===== config.mk =====
export PLATFORM = sky130hd
export DESIGN_NAME = fmac_regs
export DESIGN_NICKNAME = d
export VERILOG_FILES = /design/src/rtl/fmac_pkg.sv /design/src/rtl/fmac_regs.sv /design/src/rtl/fmac_conv_engine.sv
export SDC_FILE = /design/constraint.sdc
export NUM_CORES = 1
export LEC_CHECK = 0
export ABC_AREA = 1
export BUFFER_PORTS_ARGS = -buffer_cell sky130_fd_sc_hd__buf_2
export CAP_MARGIN = 25
export CORE_MARGIN = 1
export CORE_UTILIZATION = 40
export DETAILED_ROUTE_END_ITERATION = 8
export PLACE_DENSITY_LB_ADDON = 0.2
export SYNTH_ARGS = -nofsm -noshare
export SYNTH_HDL_FRONTEND = slang
export SYNTH_SLANG_ARGS = --single-unit

===== constraint.sdc =====
create_clock -name clk -period 3.7 [get_ports clk]
set_input_delay 0.555 -clock clk [delete_from_list [all_inputs] [get_ports clk]]
set_output_delay 0.555 -clock clk [all_outputs]
set_load 0.05 [all_outputs]

===== src/rtl/fmac_pkg.sv =====
// Constants and types for the fault mask and converter configuration block
package fmac_pkg;
    // ========================================================
    // Register indices; byte address is four times the index
    localparam logic [7:0] IDX_FAULT_MASK_SECOND = 8'h2D;
    localparam logic [7:0] IDX_CONV_CONTROL = 8'h2E;
    localparam logic [7:0] IDX_CHAN_DIS_FIRST = 8'h2F;
    localparam logic [7:0] IDX_CHAN_DIS_SECOND = 8'h30;
    localparam logic [7:0] IDX_EVENT_STATUS = 8'h40;
    localparam logic [7:0] IDX_RESULT_BASE = 8'h41;
    localparam logic [7:0] IDX_CTRL_MISC = 8'h4F;
    localparam int NUM_CHAN = 11;
    localparam int ADDR_W = 12;
    // ========================================================
    // Reset values and writable masks
    localparam logic [7:0] RST_FAULT_MASK_SECOND = 8'h00;
    localparam logic [7:0] RST_CONV_CONTROL = 8'h30;
    localparam logic [7:0] RST_CHAN_DIS_FIRST = 8'h00;
    localparam logic [7:0] RST_CHAN_DIS_SECOND = 8'h00;
    localparam logic [7:0] WMASK_FAULT_MASK_SECOND = 8'hFC;
    localparam logic [7:0] WMASK_CONV_CONTROL = 8'hFF;
    localparam logic [7:0] WMASK_CHAN_DIS_FIRST = 8'hFE;
    localparam logic [7:0] WMASK_CHAN_DIS_SECOND = 8'hF0;
    // ========================================================
    // Field positions
    localparam int BIT_SYS_SHORT = 7;
    localparam int BIT_SYS_OVP = 6;
    localparam int BIT_SRC_OVP = 5;
    localparam int BIT_SRC_UVP = 4;
    localparam int BIT_TSHUT = 2;
    localparam int BIT_CONV_EN = 7;
    localparam int BIT_RATE = 6;
    localparam int BIT_RES_HI = 5;
    localparam int BIT_RES_LO = 4;
    localparam int BIT_AVG = 3;
    localparam int BIT_SEED = 2;
    localparam int BIT_REG_RST = 0;
    localparam int BIT_WDOG = 1;
    // ========================================================
    // Conversion timing: base cycles, doubled per extra resolution bit
    localparam logic [15:0] CONV_CYC_12BIT = 16'h0010;
    localparam logic [15:0] ONE_CYC = 16'h0001;
    localparam logic [3:0] LAST_CHAN = 4'hA;
    typedef enum logic [1:0] {FMAC_IDLE, FMAC_CONV, FMAC_NEXT} fmac_state_e;
endpackage


===== src/rtl/fmac_regs.sv =====
// Fault mask and converter configuration registers behind an APB slave
// What this block does
// - A system short event raises the interrupt only while mask bit 7 is clear.
// - A system over-voltage fault raises the interrupt only while mask bit 6 is clear.
// - A source-mode bus over-voltage fault raises the interrupt only while mask bit 5 is clear.
// - A source-mode bus under-voltage fault raises the interrupt only while mask bit 4 is clear.
// - A thermal shutdown raises the interrupt only while mask bit 2 is clear; bits 1-0 read zero.
// - The mask byte at 2Dh resets to zero on reset and register reset, not on watchdog.
// - The control byte holds enable, rate, resolution, averaging and seeding at bits 7 to 2.
// - The control byte at 2Eh resets to 30h and watchdog expiry clears only its enable.
// - Rate 0 converts continuously and rate 1 runs a single pass.
// - Resolution codes 0 to 3 select 15 down to 12 effective bits.
// - Averaging 0 stores single values and 1 stores a running average.
// - Seeding 0 starts the average from the stored value, 1 from a fresh conversion.
// - The disable byte at 2Fh resets to zero, one bit per channel, bit 0 reads zero.
// - The disable byte at 30h resets to zero, four channel bits, bits 3-0 read zero.
// - Results are 16-bit two's complement, bus current positive into the device.
//
// Implementation choice: the APB register port.
`timescale 1ns/1ps
`default_nettype none
module fmac_regs (
    input wire logic clk,
    input wire logic srst,
    input wire logic psel,
    input wire logic penable,
    input wire logic pwrite,
    input wire logic [11:0] paddr,
    input wire logic [31:0] pwdata,
    output logic [31:0] prdata,
    output logic pready,
    output logic pslverr,
    input wire logic system_short_evt,
    input wire logic system_overvolt_evt,
    input wire logic source_mode_overvolt_evt,
    input wire logic source_mode_undervolt_evt,
    input wire logic thermal_shutdown_evt,
    input wire logic watchdog_expired,
    input wire logic [15:0] sample_in,
    output logic [3:0] chan_sel_out,
    output logic conv_busy,
    output logic host_irq
);
    logic [7:0] fault_interrupt_mask_second_ff;
    logic [7:0] converter_control_ff;
    logic [7:0] converter_channel_disable_first_ff;
    logic [7:0] converter_channel_disable_second_ff;
    logic [7:0] event_status_ff;
    logic [15:0] result_ff [fmac_pkg::NUM_CHAN];
    logic [7:0] nxt_event_status;
    logic [7:0] raw_evt;
    logic [7:0] wbyte;
    logic [10:0] chan_off;
    logic [3:0] chan_sel;
    logic [3:0] wr_chan;
    logic wr_en;
    logic [15:0] wr_data;
    logic pass_done;
    logic busy;
    logic one_shot_clr;
    logic reg_rst_req;
    logic bus_wr;
    logic bus_rd;

    // Byte address of a register index
    function automatic logic [11:0] byte_addr(input logic [7:0] idx);
        byte_addr = {2'h0, idx, 2'h0};
    endfunction

    // ========================================================
    // APB decode, zero wait states
    assign bus_wr = psel && penable && pwrite;
    assign bus_rd = psel && penable && !pwrite;
    assign wbyte = pwdata[7:0];
    assign reg_rst_req = bus_wr && paddr == byte_addr(fmac_pkg::IDX_CTRL_MISC)
        && pwdata[fmac_pkg::BIT_REG_RST];

    // Channel i is result i: 2Fh bit 7 is channel 0, 30h bit 4 is channel 10
    assign chan_off = {<<{converter_channel_disable_first_ff[7:1],
                       converter_channel_disable_second_ff[7:4]}};

    // ========================================================
    // Mask register
    always_ff @(posedge clk) begin
        if (srst || reg_rst_req) begin
            fault_interrupt_mask_second_ff <= fmac_pkg::RST_FAULT_MASK_SECOND;
        end else if (bus_wr && paddr == byte_addr(fmac_pkg::IDX_FAULT_MASK_SECOND)) begin
            fault_interrupt_mask_second_ff <= wbyte & fmac_pkg::WMASK_FAULT_MASK_SECOND;
        end
    end

    // ========================================================
    // Converter control; watchdog and finished one-shot clear enable
    assign one_shot_clr = pass_done && converter_control_ff[fmac_pkg::BIT_RATE];
    always_ff @(posedge clk) begin
        if (srst || reg_rst_req) begin
            converter_control_ff <= fmac_pkg::RST_CONV_CONTROL;
        end else if (bus_wr && paddr == byte_addr(fmac_pkg::IDX_CONV_CONTROL)) begin
            converter_control_ff <= wbyte & fmac_pkg::WMASK_CONV_CONTROL;
            if (watchdog_expired) begin
                converter_control_ff[fmac_pkg::BIT_CONV_EN] <= 1'b0;
            end
        end else if (watchdog_expired || one_shot_clr) begin
            converter_control_ff[fmac_pkg::BIT_CONV_EN] <= 1'b0;
        end
    end

    // ========================================================
    // Channel disable registers
    always_ff @(posedge clk) begin
        if (srst || reg_rst_req) begin
            converter_channel_disable_first_ff <= fmac_pkg::RST_CHAN_DIS_FIRST;
            converter_channel_disable_second_ff <= fmac_pkg::RST_CHAN_DIS_SECOND;
        end else if (bus_wr) begin
            if (paddr == byte_addr(fmac_pkg::IDX_CHAN_DIS_FIRST)) begin
                converter_channel_disable_first_ff <= wbyte & fmac_pkg::WMASK_CHAN_DIS_FIRST;
            end
            if (paddr == byte_addr(fmac_pkg::IDX_CHAN_DIS_SECOND)) begin
                converter_channel_disable_second_ff <= wbyte & fmac_pkg::WMASK_CHAN_DIS_SECOND;
            end
        end
    end

    // ========================================================
    // Fault events, unmasked ones latch; write one to clear, set wins
    always_comb begin
        raw_evt = 8'h00;
        raw_evt[fmac_pkg::BIT_SYS_SHORT] = system_short_evt;
        raw_evt[fmac_pkg::BIT_SYS_OVP] = system_overvolt_evt;
        raw_evt[fmac_pkg::BIT_SRC_OVP] = source_mode_overvolt_evt;
        raw_evt[fmac_pkg::BIT_SRC_UVP] = source_mode_undervolt_evt;
        raw_evt[fmac_pkg::BIT_TSHUT] = thermal_shutdown_evt;
        nxt_event_status = event_status_ff;
        if (bus_wr && paddr == byte_addr(fmac_pkg::IDX_EVENT_STATUS)) begin
            nxt_event_status = nxt_event_status & ~wbyte;
        end
        nxt_event_status = nxt_event_status | (raw_evt & ~fault_interrupt_mask_second_ff);
    end

    always_ff @(posedge clk) begin
        if (srst || reg_rst_req) begin
            event_status_ff <= 8'h00;
            host_irq <= 1'b0;
        end else begin
            event_status_ff <= nxt_event_status;
            host_irq <= |nxt_event_status;
        end
    end

    // ========================================================
    // Result storage; untouched for skipped channels
    always_ff @(posedge clk) begin
        if (srst || reg_rst_req) begin
            for (int i = 0; i < fmac_pkg::NUM_CHAN; i++) begin
                result_ff[i] <= 16'h0000;
            end
        end else if (wr_en && !chan_off[wr_chan]) begin
            result_ff[wr_chan] <= wr_data;
        end
    end

    fmac_conv_engine u_engine (
        .clk(clk),
        .srst(srst || reg_rst_req),
        .enable(converter_control_ff[fmac_pkg::BIT_CONV_EN]),
        .one_shot(converter_control_ff[fmac_pkg::BIT_RATE]),
        .resolution(converter_control_ff[fmac_pkg::BIT_RES_HI:fmac_pkg::BIT_RES_LO]),
        .avg_en(converter_control_ff[fmac_pkg::BIT_AVG]),
        .seed_fresh(converter_control_ff[fmac_pkg::BIT_SEED]),
        .chan_off(chan_off),
        .sample_in(sample_in),
        .chan_sel(chan_sel),
        .wr_chan(wr_chan),
        .wr_en(wr_en),
        .wr_data(wr_data),
        .old_value(result_ff[chan_sel]),
        .pass_done(pass_done),
        .busy(busy)
    );

    always_ff @(posedge clk) begin
        if (srst) begin
            chan_sel_out <= 4'h0;
            conv_busy <= 1'b0;
        end else begin
            chan_sel_out <= chan_sel;
            conv_busy <= busy;
        end
    end

    // ========================================================
    // Read data, registered at setup phase
    always_ff @(posedge clk) begin
        if (srst) begin
            prdata <= 32'h0000_0000;
            pslverr <= 1'b0;
            pready <= 1'b0;
        end else begin
            pready <= psel && !penable;
            pslverr <= 1'b0;
            prdata <= 32'h0000_0000;
            if (psel && !penable) begin
                if (paddr == byte_addr(fmac_pkg::IDX_FAULT_MASK_SECOND)) begin
                    prdata[7:0] <= fault_interrupt_mask_second_ff;
                end else if (paddr == byte_addr(fmac_pkg::IDX_CONV_CONTROL)) begin
                    prdata[7:0] <= converter_control_ff;
                end else if (paddr == byte_addr(fmac_pkg::IDX_CHAN_DIS_FIRST)) begin
                    prdata[7:0] <= converter_channel_disable_first_ff;
                end else if (paddr == byte_addr(fmac_pkg::IDX_CHAN_DIS_SECOND)) begin
                    prdata[7:0] <= converter_channel_disable_second_ff;
                end else if (paddr == byte_addr(fmac_pkg::IDX_EVENT_STATUS)) begin
                    prdata[7:0] <= event_status_ff;
                end else if (paddr == byte_addr(fmac_pkg::IDX_CTRL_MISC)) begin
                    prdata[fmac_pkg::BIT_WDOG] <= watchdog_expired;
                end else if (paddr >= byte_addr(fmac_pkg::IDX_RESULT_BASE)
                    && paddr < byte_addr(fmac_pkg::IDX_RESULT_BASE + 8'(fmac_pkg::NUM_CHAN))
                    && paddr[1:0] == 2'h0) begin
                    prdata[15:0] <= result_ff[4'(paddr[5:2] - fmac_pkg::IDX_RESULT_BASE[3:0])];
                end else begin
                    pslverr <= 1'b1;
                end
            end
        end
    end
endmodule // fmac_regs
`default_nettype wire


===== src/rtl/fmac_conv_engine.sv =====
// Channel sequencer with averaging for the measurement converter
`timescale 1ns/1ps
`default_nettype none
module fmac_conv_engine (
    input wire logic clk,
    input wire logic srst,
    input wire logic enable,
    input wire logic one_shot,
    input wire logic [1:0] resolution,
    input wire logic avg_en,
    input wire logic seed_fresh,
    input wire logic [10:0] chan_off,
    input wire logic [15:0] sample_in,
    output logic [3:0] chan_sel,
    output logic [3:0] wr_chan,
    output logic wr_en,
    output logic [15:0] wr_data,
    input wire logic [15:0] old_value,
    output logic pass_done,
    output logic busy
);
    fmac_pkg::fmac_state_e state_ff;
    logic [15:0] cnt_ff;
    logic [10:0] seeded_ff;

    // Conversion time grows with resolution: code 0 is 15 bit, code 3 is 12 bit
    function automatic logic [15:0] conv_cycles(input logic [1:0] res);
        conv_cycles = fmac_pkg::CONV_CYC_12BIT << (2'h3 - res);
    endfunction

    assign busy = (state_ff != fmac_pkg::FMAC_IDLE);

    // ========================================================
    // Sequencer
    always_ff @(posedge clk) begin
        if (srst) begin
            state_ff <= fmac_pkg::FMAC_IDLE;
            cnt_ff <= 16'h0000;
            chan_sel <= 4'h0;
            pass_done <= 1'b0;
        end else begin
            pass_done <= 1'b0;
            case (state_ff)
                fmac_pkg::FMAC_IDLE: begin
                    chan_sel <= 4'h0;
                    // No restart while a finished one-shot pass clears enable
                    if (enable && !pass_done) begin
                        state_ff <= fmac_pkg::FMAC_NEXT;
                    end
                end
                fmac_pkg::FMAC_NEXT: begin
                    cnt_ff <= conv_cycles(resolution);
                    if (!enable) begin
                        state_ff <= fmac_pkg::FMAC_IDLE;
                    end else if (chan_off[chan_sel]) begin
                        if (chan_sel == fmac_pkg::LAST_CHAN) begin
                            chan_sel <= 4'h0;
                            pass_done <= 1'b1;
                            if (one_shot) begin
                                state_ff <= fmac_pkg::FMAC_IDLE;
                            end
                        end else begin
                            chan_sel <= chan_sel + 4'h1;
                        end
                    end else begin
                        state_ff <= fmac_pkg::FMAC_CONV;
                    end
                end
                fmac_pkg::FMAC_CONV: begin
                    if (!enable) begin
                        state_ff <= fmac_pkg::FMAC_IDLE;
                    end else if (cnt_ff <= fmac_pkg::ONE_CYC) begin
                        state_ff <= fmac_pkg::FMAC_NEXT;
                        if (chan_sel == fmac_pkg::LAST_CHAN) begin
                            chan_sel <= 4'h0;
                            pass_done <= 1'b1;
                            if (one_shot) begin
                                state_ff <= fmac_pkg::FMAC_IDLE;
                            end
                        end else begin
                            chan_sel <= chan_sel + 4'h1;
                        end
                    end else begin
                        cnt_ff <= cnt_ff - fmac_pkg::ONE_CYC;
                    end
                end
                default: state_ff <= fmac_pkg::FMAC_IDLE;
            endcase
        end
    end

    // ========================================================
    // Result write, single value or running average
    always_ff @(posedge clk) begin
        if (srst) begin
            wr_en <= 1'b0;
            wr_chan <= 4'h0;
            wr_data <= 16'h0000;
            seeded_ff <= 11'h000;
        end else begin
            wr_en <= 1'b0;
            if (!avg_en) begin
                seeded_ff <= 11'h000;
            end
            if (state_ff == fmac_pkg::FMAC_CONV && enable && cnt_ff <= fmac_pkg::ONE_CYC) begin
                wr_en <= 1'b1;
                wr_chan <= chan_sel;
                if (!avg_en) begin
                    wr_data <= sample_in;
                end else if (!seeded_ff[chan_sel] && seed_fresh) begin
                    wr_data <= sample_in;
                    seeded_ff[chan_sel] <= 1'b1;
                end else begin
                    // Signed mean of old and new, two's complement kept
                    wr_data <= 16'((17'($signed(old_value)) + 17'($signed(sample_in))) >>> 1);
                    seeded_ff[chan_sel] <= 1'b1;
                end
            end
        end
    end
endmodule // fmac_conv_engine
`default_nettype wire


## After elaboration in Yosys (flattened, before gate mapping)

Memories as Yosys holds them, arrays and structs flattened. A register that Yosys moved wholly into a read port is not among the register bits.
Cells that the tools add are included.

| cells by class | value |
|---|---|
| $add $sub $neg | 5 |
| multipliers | 0 |
| div/mod/pow operators | 0 |
| order comparisons | 6 |
| equal/unequal tests | 18 |
| shift-type cells | 1 |
| multiplexer cells | 64 |
| bitwise operators | 8 |
| reductions and logical operators | 39 |

Operators with widths:

| kind | count |
|---|---|
| $mux 16 | 6 |
| $eq 12x8->1 const B | 4 |
| $mux 8 | 6 |
| $mux 11 | 4 |
| $mux 4 | 8 |
| $pmux 16 s2 | 1 |
| $eq 12x9->1 const B | 2 |
| $mux 1 | 22 |
| $mux 2 | 9 |
| $add 16x16->17 | 1 |
| $logic_and 1x1->1 | 17 |
| $and 8x8->8 | 2 |
| $le 16x1->1 const B | 1 |
| $not 8->8 | 2 |
| $reduce_or 16->1 | 1 |
| $reduce_or 8->1 | 2 |
| $shl 5x2->16 const A | 1 |
| $sub 16x1->16 const B | 1 |
| $mux 14 | 1 |
| $bmux 1 s4 | 3 |
| $ge 12x9->1 const B | 1 |
| $lt 12x9->1 const B | 1 |
| $pmux 4 s3 | 1 |
| $or 11x11->11 | 1 |
| 28 further kinds | 43 |

| storage, ports and cells | value |
|---|---|
| register bits after elaboration | 128 |
| latch bits | 0 |
| bits in writable memories | 176 |
| bits in read-only memories | 0 |
| input port bits | 71 |
| output and inout port bits | 40 |
| memories | 1 |

Memory list:

| name | depth | bits a word | read ports | clocked after memory_dff | wr ports | RTL line | text |
|---|---|---|---|---|---|---|---|
| result_ff | 11 | 16 | 2 | 1 | 11 | fmac_regs.sv:49 | `logic [15:0] result_ff [fmac_pkg::NUM_CHAN];` |

## Longest topological paths before layout

| logic depth | value |
|---|---|
| word-level depth | 10 |
| mapped depth | 22 |

## Cells and area by module

A second synthesis with hierarchy kept.

| unflattened totals | value |
|---|---|
| cell total of the unflattened synthesis | 2,566 |
| area, all modules | 20,692.3 µm² |

By module, submodules not included:

| module | times used | cells each | area an instance (µm²) | seq. area each (µm²) |
|---|---|---|---|---|
| fmac_regs | 1 | 1,928 | 16,726.0 | 8,668.3 |
| fmac_conv_engine | 1 | 638 | 3,966.3 | 1,101.1 |

## Worst setup path before layout

OpenSTA, ideal clock, no wires.

| path | value |
|---|---|
| path type | reg2reg |
| start | reg (tool-made name) |
| end | reg u_engine.wr_data[9] |
| library setup time | 132 ps |
| arrival time | 3,222 ps |
| data required time | 3,568 ps |
| setup slack | 346 ps |
| stages on the path, launching flop included | 19 |
| period minus slack after synthesis | 3,354 ps |
| path through | dfxtp_1 -> clkbuf_1 -> clkbuf_1 -> clkbuf_1 -> o21ai_0 -> o221ai_1 -> nand3_1 -> nand2_1 -> inv_1 -> fa_1 -> o21ai_0 -> a21oi_1 -> o21ai_0 -> nand2_1 -> nand2_1 -> xnor2_1 -> a21oi_1 -> o21ai_0 -> a21oi_1 |

RTL lines:

| what | RTL line | text |
|---|---|---|
| end signal: assignment | fmac_conv_engine.sv:109 | `wr_data <= sample_in;` |
| end signal: assignment | fmac_conv_engine.sv:111 | `wr_data <= sample_in;` |
| end signal: assignment | fmac_conv_engine.sv:115 | `wr_data <= 16'((17'($signed(old_value)) + 17'($signed(sample_in))) >>> 1);` |
| end: declaration | fmac_conv_engine.sv:17 | `output logic [15:0] wr_data,` |

==> results.json <==
{
  "syn_inst": 2375,
  "grt_max_degree": 189,
  "setup_ws_ns": 0.1988,
  "row_count": 80,
  "synth-seq-cells": 372,
  "area_growth_pct": 13.07,
  "drc": 0,
  "post-dp-hpwl_um": 42870,
  "die_h_um": 222.4,
  "fin_crit_ns": 3.501,
  "first_pass_iters": 9,
  "grt_usage": 0.2456,
  "maxSlewViolCount": 0,
  "ant_nets": 0,
  "die_x_um": 222.4,
  "cp_top_family": "compound AO/OA/AOI/OAI gates",
  "arrival_ns": 3.92,
  "cp.depth": 17,
  "io_buffers": 70,
  "p_total_mw": 12.55,
  "synthesis.area_um2": 19430,
  "max_clock_freq_mhz": 285.6,
  "tightest_slew_ns": 0.8172,
  "ir_worst_vdd_mv": 0.3318,
  "min_path_type": "in2reg",
  "htreeDepth": 2,
  "tns_ns": 0,
  "power_frac_comb": 0.307,
  "drive_gt1_frac": 0.09740,
  "power_density_nw_per_um2": 571.2,
  "leakagePower_nw": 8.175,
  "crit_top_cell": "o21ai_0",
  "grt_pass1_wl_um": 93410,
  "crit_fanout": 18,
  "wl_um": 61640,
  "path_cells": "inv_2 > buf_4 > a21oi_1 > o21ai_0 > o21ai_0 > o221ai_1 > nand2_1 > ha_1 > inv_1 > o21bai_1 > a31oi_2 > o21ai_0 > a21boi_0 > nand3_1 > nand3_1 > nand2_1 > a21oi_1",
  "rsz0062_at_grt": "no",
  "cp_slowest_stage_delay_ns": 0.38,
  "antenna_found_initial": 0,
  "root_buffer": "clkbuf_16",
  "endpoint_kind": "flip-flop",
  "layout_worst_path_cycle_share": 0.9463,
  "power.internal_mw": 8.098,
  "fp.coreArea_um2": 47850,
  "ys_warn_count": 0,
  "synth-seq-area-share": 0.5068,
  "grt.overflow.total": 0,
  "slew_headroom": 0.4552,
  "postSynthAreaPerCell_um2": 8.183,
  "worstPathRequired_ns": 4.12,
  "ys_types": 54,
  "fin_skew_ns": 0.02225,
  "gp_congestion": 0.9210,
  "holdPathStages": 2,
  "power_frac_seq": 0.375,
  "cts_buffers": 42,
  "netSwitchingFraction": 0.3549,
  "clkTransAtPathRegs_ns": 0.06,
  "drt_iter0_drc": 2199,
  "start_kind": "flip-flop",
  "path_class": "reg2reg",
  "initial_core_util": 0.4062,
  "vias": 17296,
  "ios": 111,
  "timing_hold_violations_final": 0,
  "power.share.clock": 0.318,
  "post-cts-setup-buffers": 0,
  "cp_num_buf_inv": 3,
  "first_global_vias": 15870,
  "viasPerCell": 5.617,
  "antenna_cells": 0,
  "worstSkewPairLatency_ns": 0.57,
  "pre_cts_slack_ns": 0.1464,
  "cp_slowest_cell": "ha_1",
  "setup_viol_count_final": 0,
  "cap_violations": 0,
  "clock_path_buffers": 3,
  "p_switching_mw": 4.454,
  "cts_tree": "done",
  "status": "finished clean",
  "r2r.worst_path.cells": 17,
  "die-area_um2": 49470,
  "clock-sinks": 372,
  "wl_per_cell_um": 20.02,
  "nNetsFinal": 2529
}
## final cells by class
class,count,area (um2)
tap,615,769.5
clock inverter,21,158.9
clock buffer,56,1135
fill,4680,25870
inverter,271,1022
sequential,372,9852
multi-input combinational,1595,7974
timing repair buffer,149,1062
## cells in the final DEF (no fill, tap or decap), types with 3 or more instances in the layout
cell type and instances:
a22oi_1 3, buf_2 69, nor2_1 341, edfxtp_1 240, conb_1 16, nor3_2 3
nand3_1 152, nand2_1 272, nand4_1 7, o221ai_1 16, o21ai_0 310, xor2_1 9
o311ai_0 4, clkinvlp_4 3, clkinv_2 9, buf_4 70, xnor2_1 5, a31oi_1 8
clkinv_1 7, o211ai_1 59, inv_1 258, inv_2 10, buf_12 9, clkbuf_1 12
dfxtp_1 130, clkbuf_16 43, a211oi_1 28, nor2_2 3, ha_1 25, o22ai_1 20
nor3_1 17, a21oi_1 259, nor4_1 3
## repair_timing
item,4_1_cts,5_1_grt
setup endpoints to repair,0,4
resized for setup,0,5
hold buffers,0,0
## cell usage after synthesis, drive strengths merged
cell type | n | share of area
nor2 | 344 | 0.067
o21ai | 313 | 0.081
nand2 | 274 | 0.053
inv | 270 | 0.052
a21oi | 259 | 0.067
edfxtp | 240 | 0.37
nand3 | 154 | 0.041
dfxtp | 132 | 0.14
clkbuf | 111 | 0.021
o211ai | 59 | 0.023
buf | 41 | 0.013
a211oi | 28 | 0.011
ha | 26 | 0.017
nor3 | 20 | 0.0059
o22ai | 20 | 0.0064
o221ai | 17 | 0.0077
a31oi | 10 | 0.0035
xor2 | 9 | 0.0041
nand4 | 7 | 0.0023
o311ai | 5 | 0.0023
xnor2 | 5 | 0.0023
nor4 | 4 | 0.0016
a22oi | 3 | 0.0012
nand3b | 3 | 0.0014
a2111oi | 2 | 0.00090
a21boi | 2 | 0.00077
a41oi | 2 | 0.00090
nor3b | 2 | 0.00077
o2111ai | 2 | 0.00090
o21a | 2 | 0.00077
or2 | 2 | 0.00064
a221oi | 1 | 0.00045
a311oi | 1 | 0.00045
clkinv | 1 | 0.00019
conb | 1 | 0.00019
fa | 1 | 0.0010
o21bai | 1 | 0.00039
o31ai | 1 | 0.00039
## logic make-up after synthesis
| logic type | after synthesis | share of synthesized area |
|---|---|---|
| other cells | 1 | 0.0001930 |
| xor+xnor | 14 | 0.006310 |
| simple gates | 810 | 0.1738 |
| buf+inv | 423 | 0.08705 |
| compound gates | 728 | 0.2081 |
| fa+ha+maj | 27 | 0.01777 |
| flops | 372 | 0.5068 |
## worst register-to-register path: cells and delay by family (launching register included)
family,cells,cell delay (ns)
adder cells (fa/ha/maj),1,0.38
buffers and inverters,3,0.59
AO/OA/AOI/OAI,9,1.53
flip-flops,1,0.35
AND/OR/NAND/NOR,4,0.52
## flip-flops by register name, summed over array words and instances, names as in the netlist, 2 cells and up, named ones only
signal / flops
u_engine.cnt_ff: 16
event_status_ff: 8
u_engine.chan_sel: 4
u_engine.wr_chan: 4
converter_control_ff: 8
result_ff: 256
converter_channel_disable_second_ff: 4
u_engine.state_ff: 2
fault_interrupt_mask_second_ff: 6
u_engine.wr_data: 16
chan_sel_out: 4
u_engine.seeded_ff: 11
prdata: 16
converter_channel_disable_first_ff: 7
## final timing paths
| kind | slack [ns] | start | endpoint |
|---|---|---|---|
| worst max-delay path | 0.20 | flip-flop | u_engine.wr_data[12] |
| worst min-delay path | 0.21 | watchdog_expired | converter_control_ff[7] |
| worst max register to register | 0.20 | flip-flop | u_engine.wr_data[12] |
| worst min register to register | 0.45 | u_engine.seeded_ff[5] | u_engine.seeded_ff[5] |
## power groups by stage
| stage | sequential (mW) | combinational [mW] | clock [mW] |
|---|---|---|---|
| 2_1_floorplan | 4.78 | 2.46 | 0 |
| 3_3_place_gp | 4.78 | 3.67 | 0 |
| 3_5_place_dp | 4.79 | 3.73 | 0 |
| 4_1_cts | 4.70 | 3.75 | 4.06 |
| 5_1_grt | 4.73 | 4.23 | 4.22 |
| 6_report | 4.71 | 3.85 | 3.99 |
## per-layer routing
metal / GRT usage / up-vias / wire length [um]
met5: 0 / - / 0
met4: 0.06986 / 0 / 1448
met1: 0.3551 / 8146 / 27370
met2: 0.3708 / 790 / 26900
met3: 0.04946 / 96 / 5923
li1: - / 8264 / -
## per-stage QoR
stage	std cells	utilization	hold slack, ns	area [um2]
3_3_place_gp	3002	0.4319	0.4363	20660
4_1_cts	3079	0.4589	0.1802	21960
3_5_place_dp	3002	0.4319	0.4412	20660
5_1_grt	3079	0.4593	0.1805	21970
6_report	3079	0.4593	0.2050	21970
2_1_floorplan	2390	-	0.4219	19490
Power figures use the tool's default switching activity.
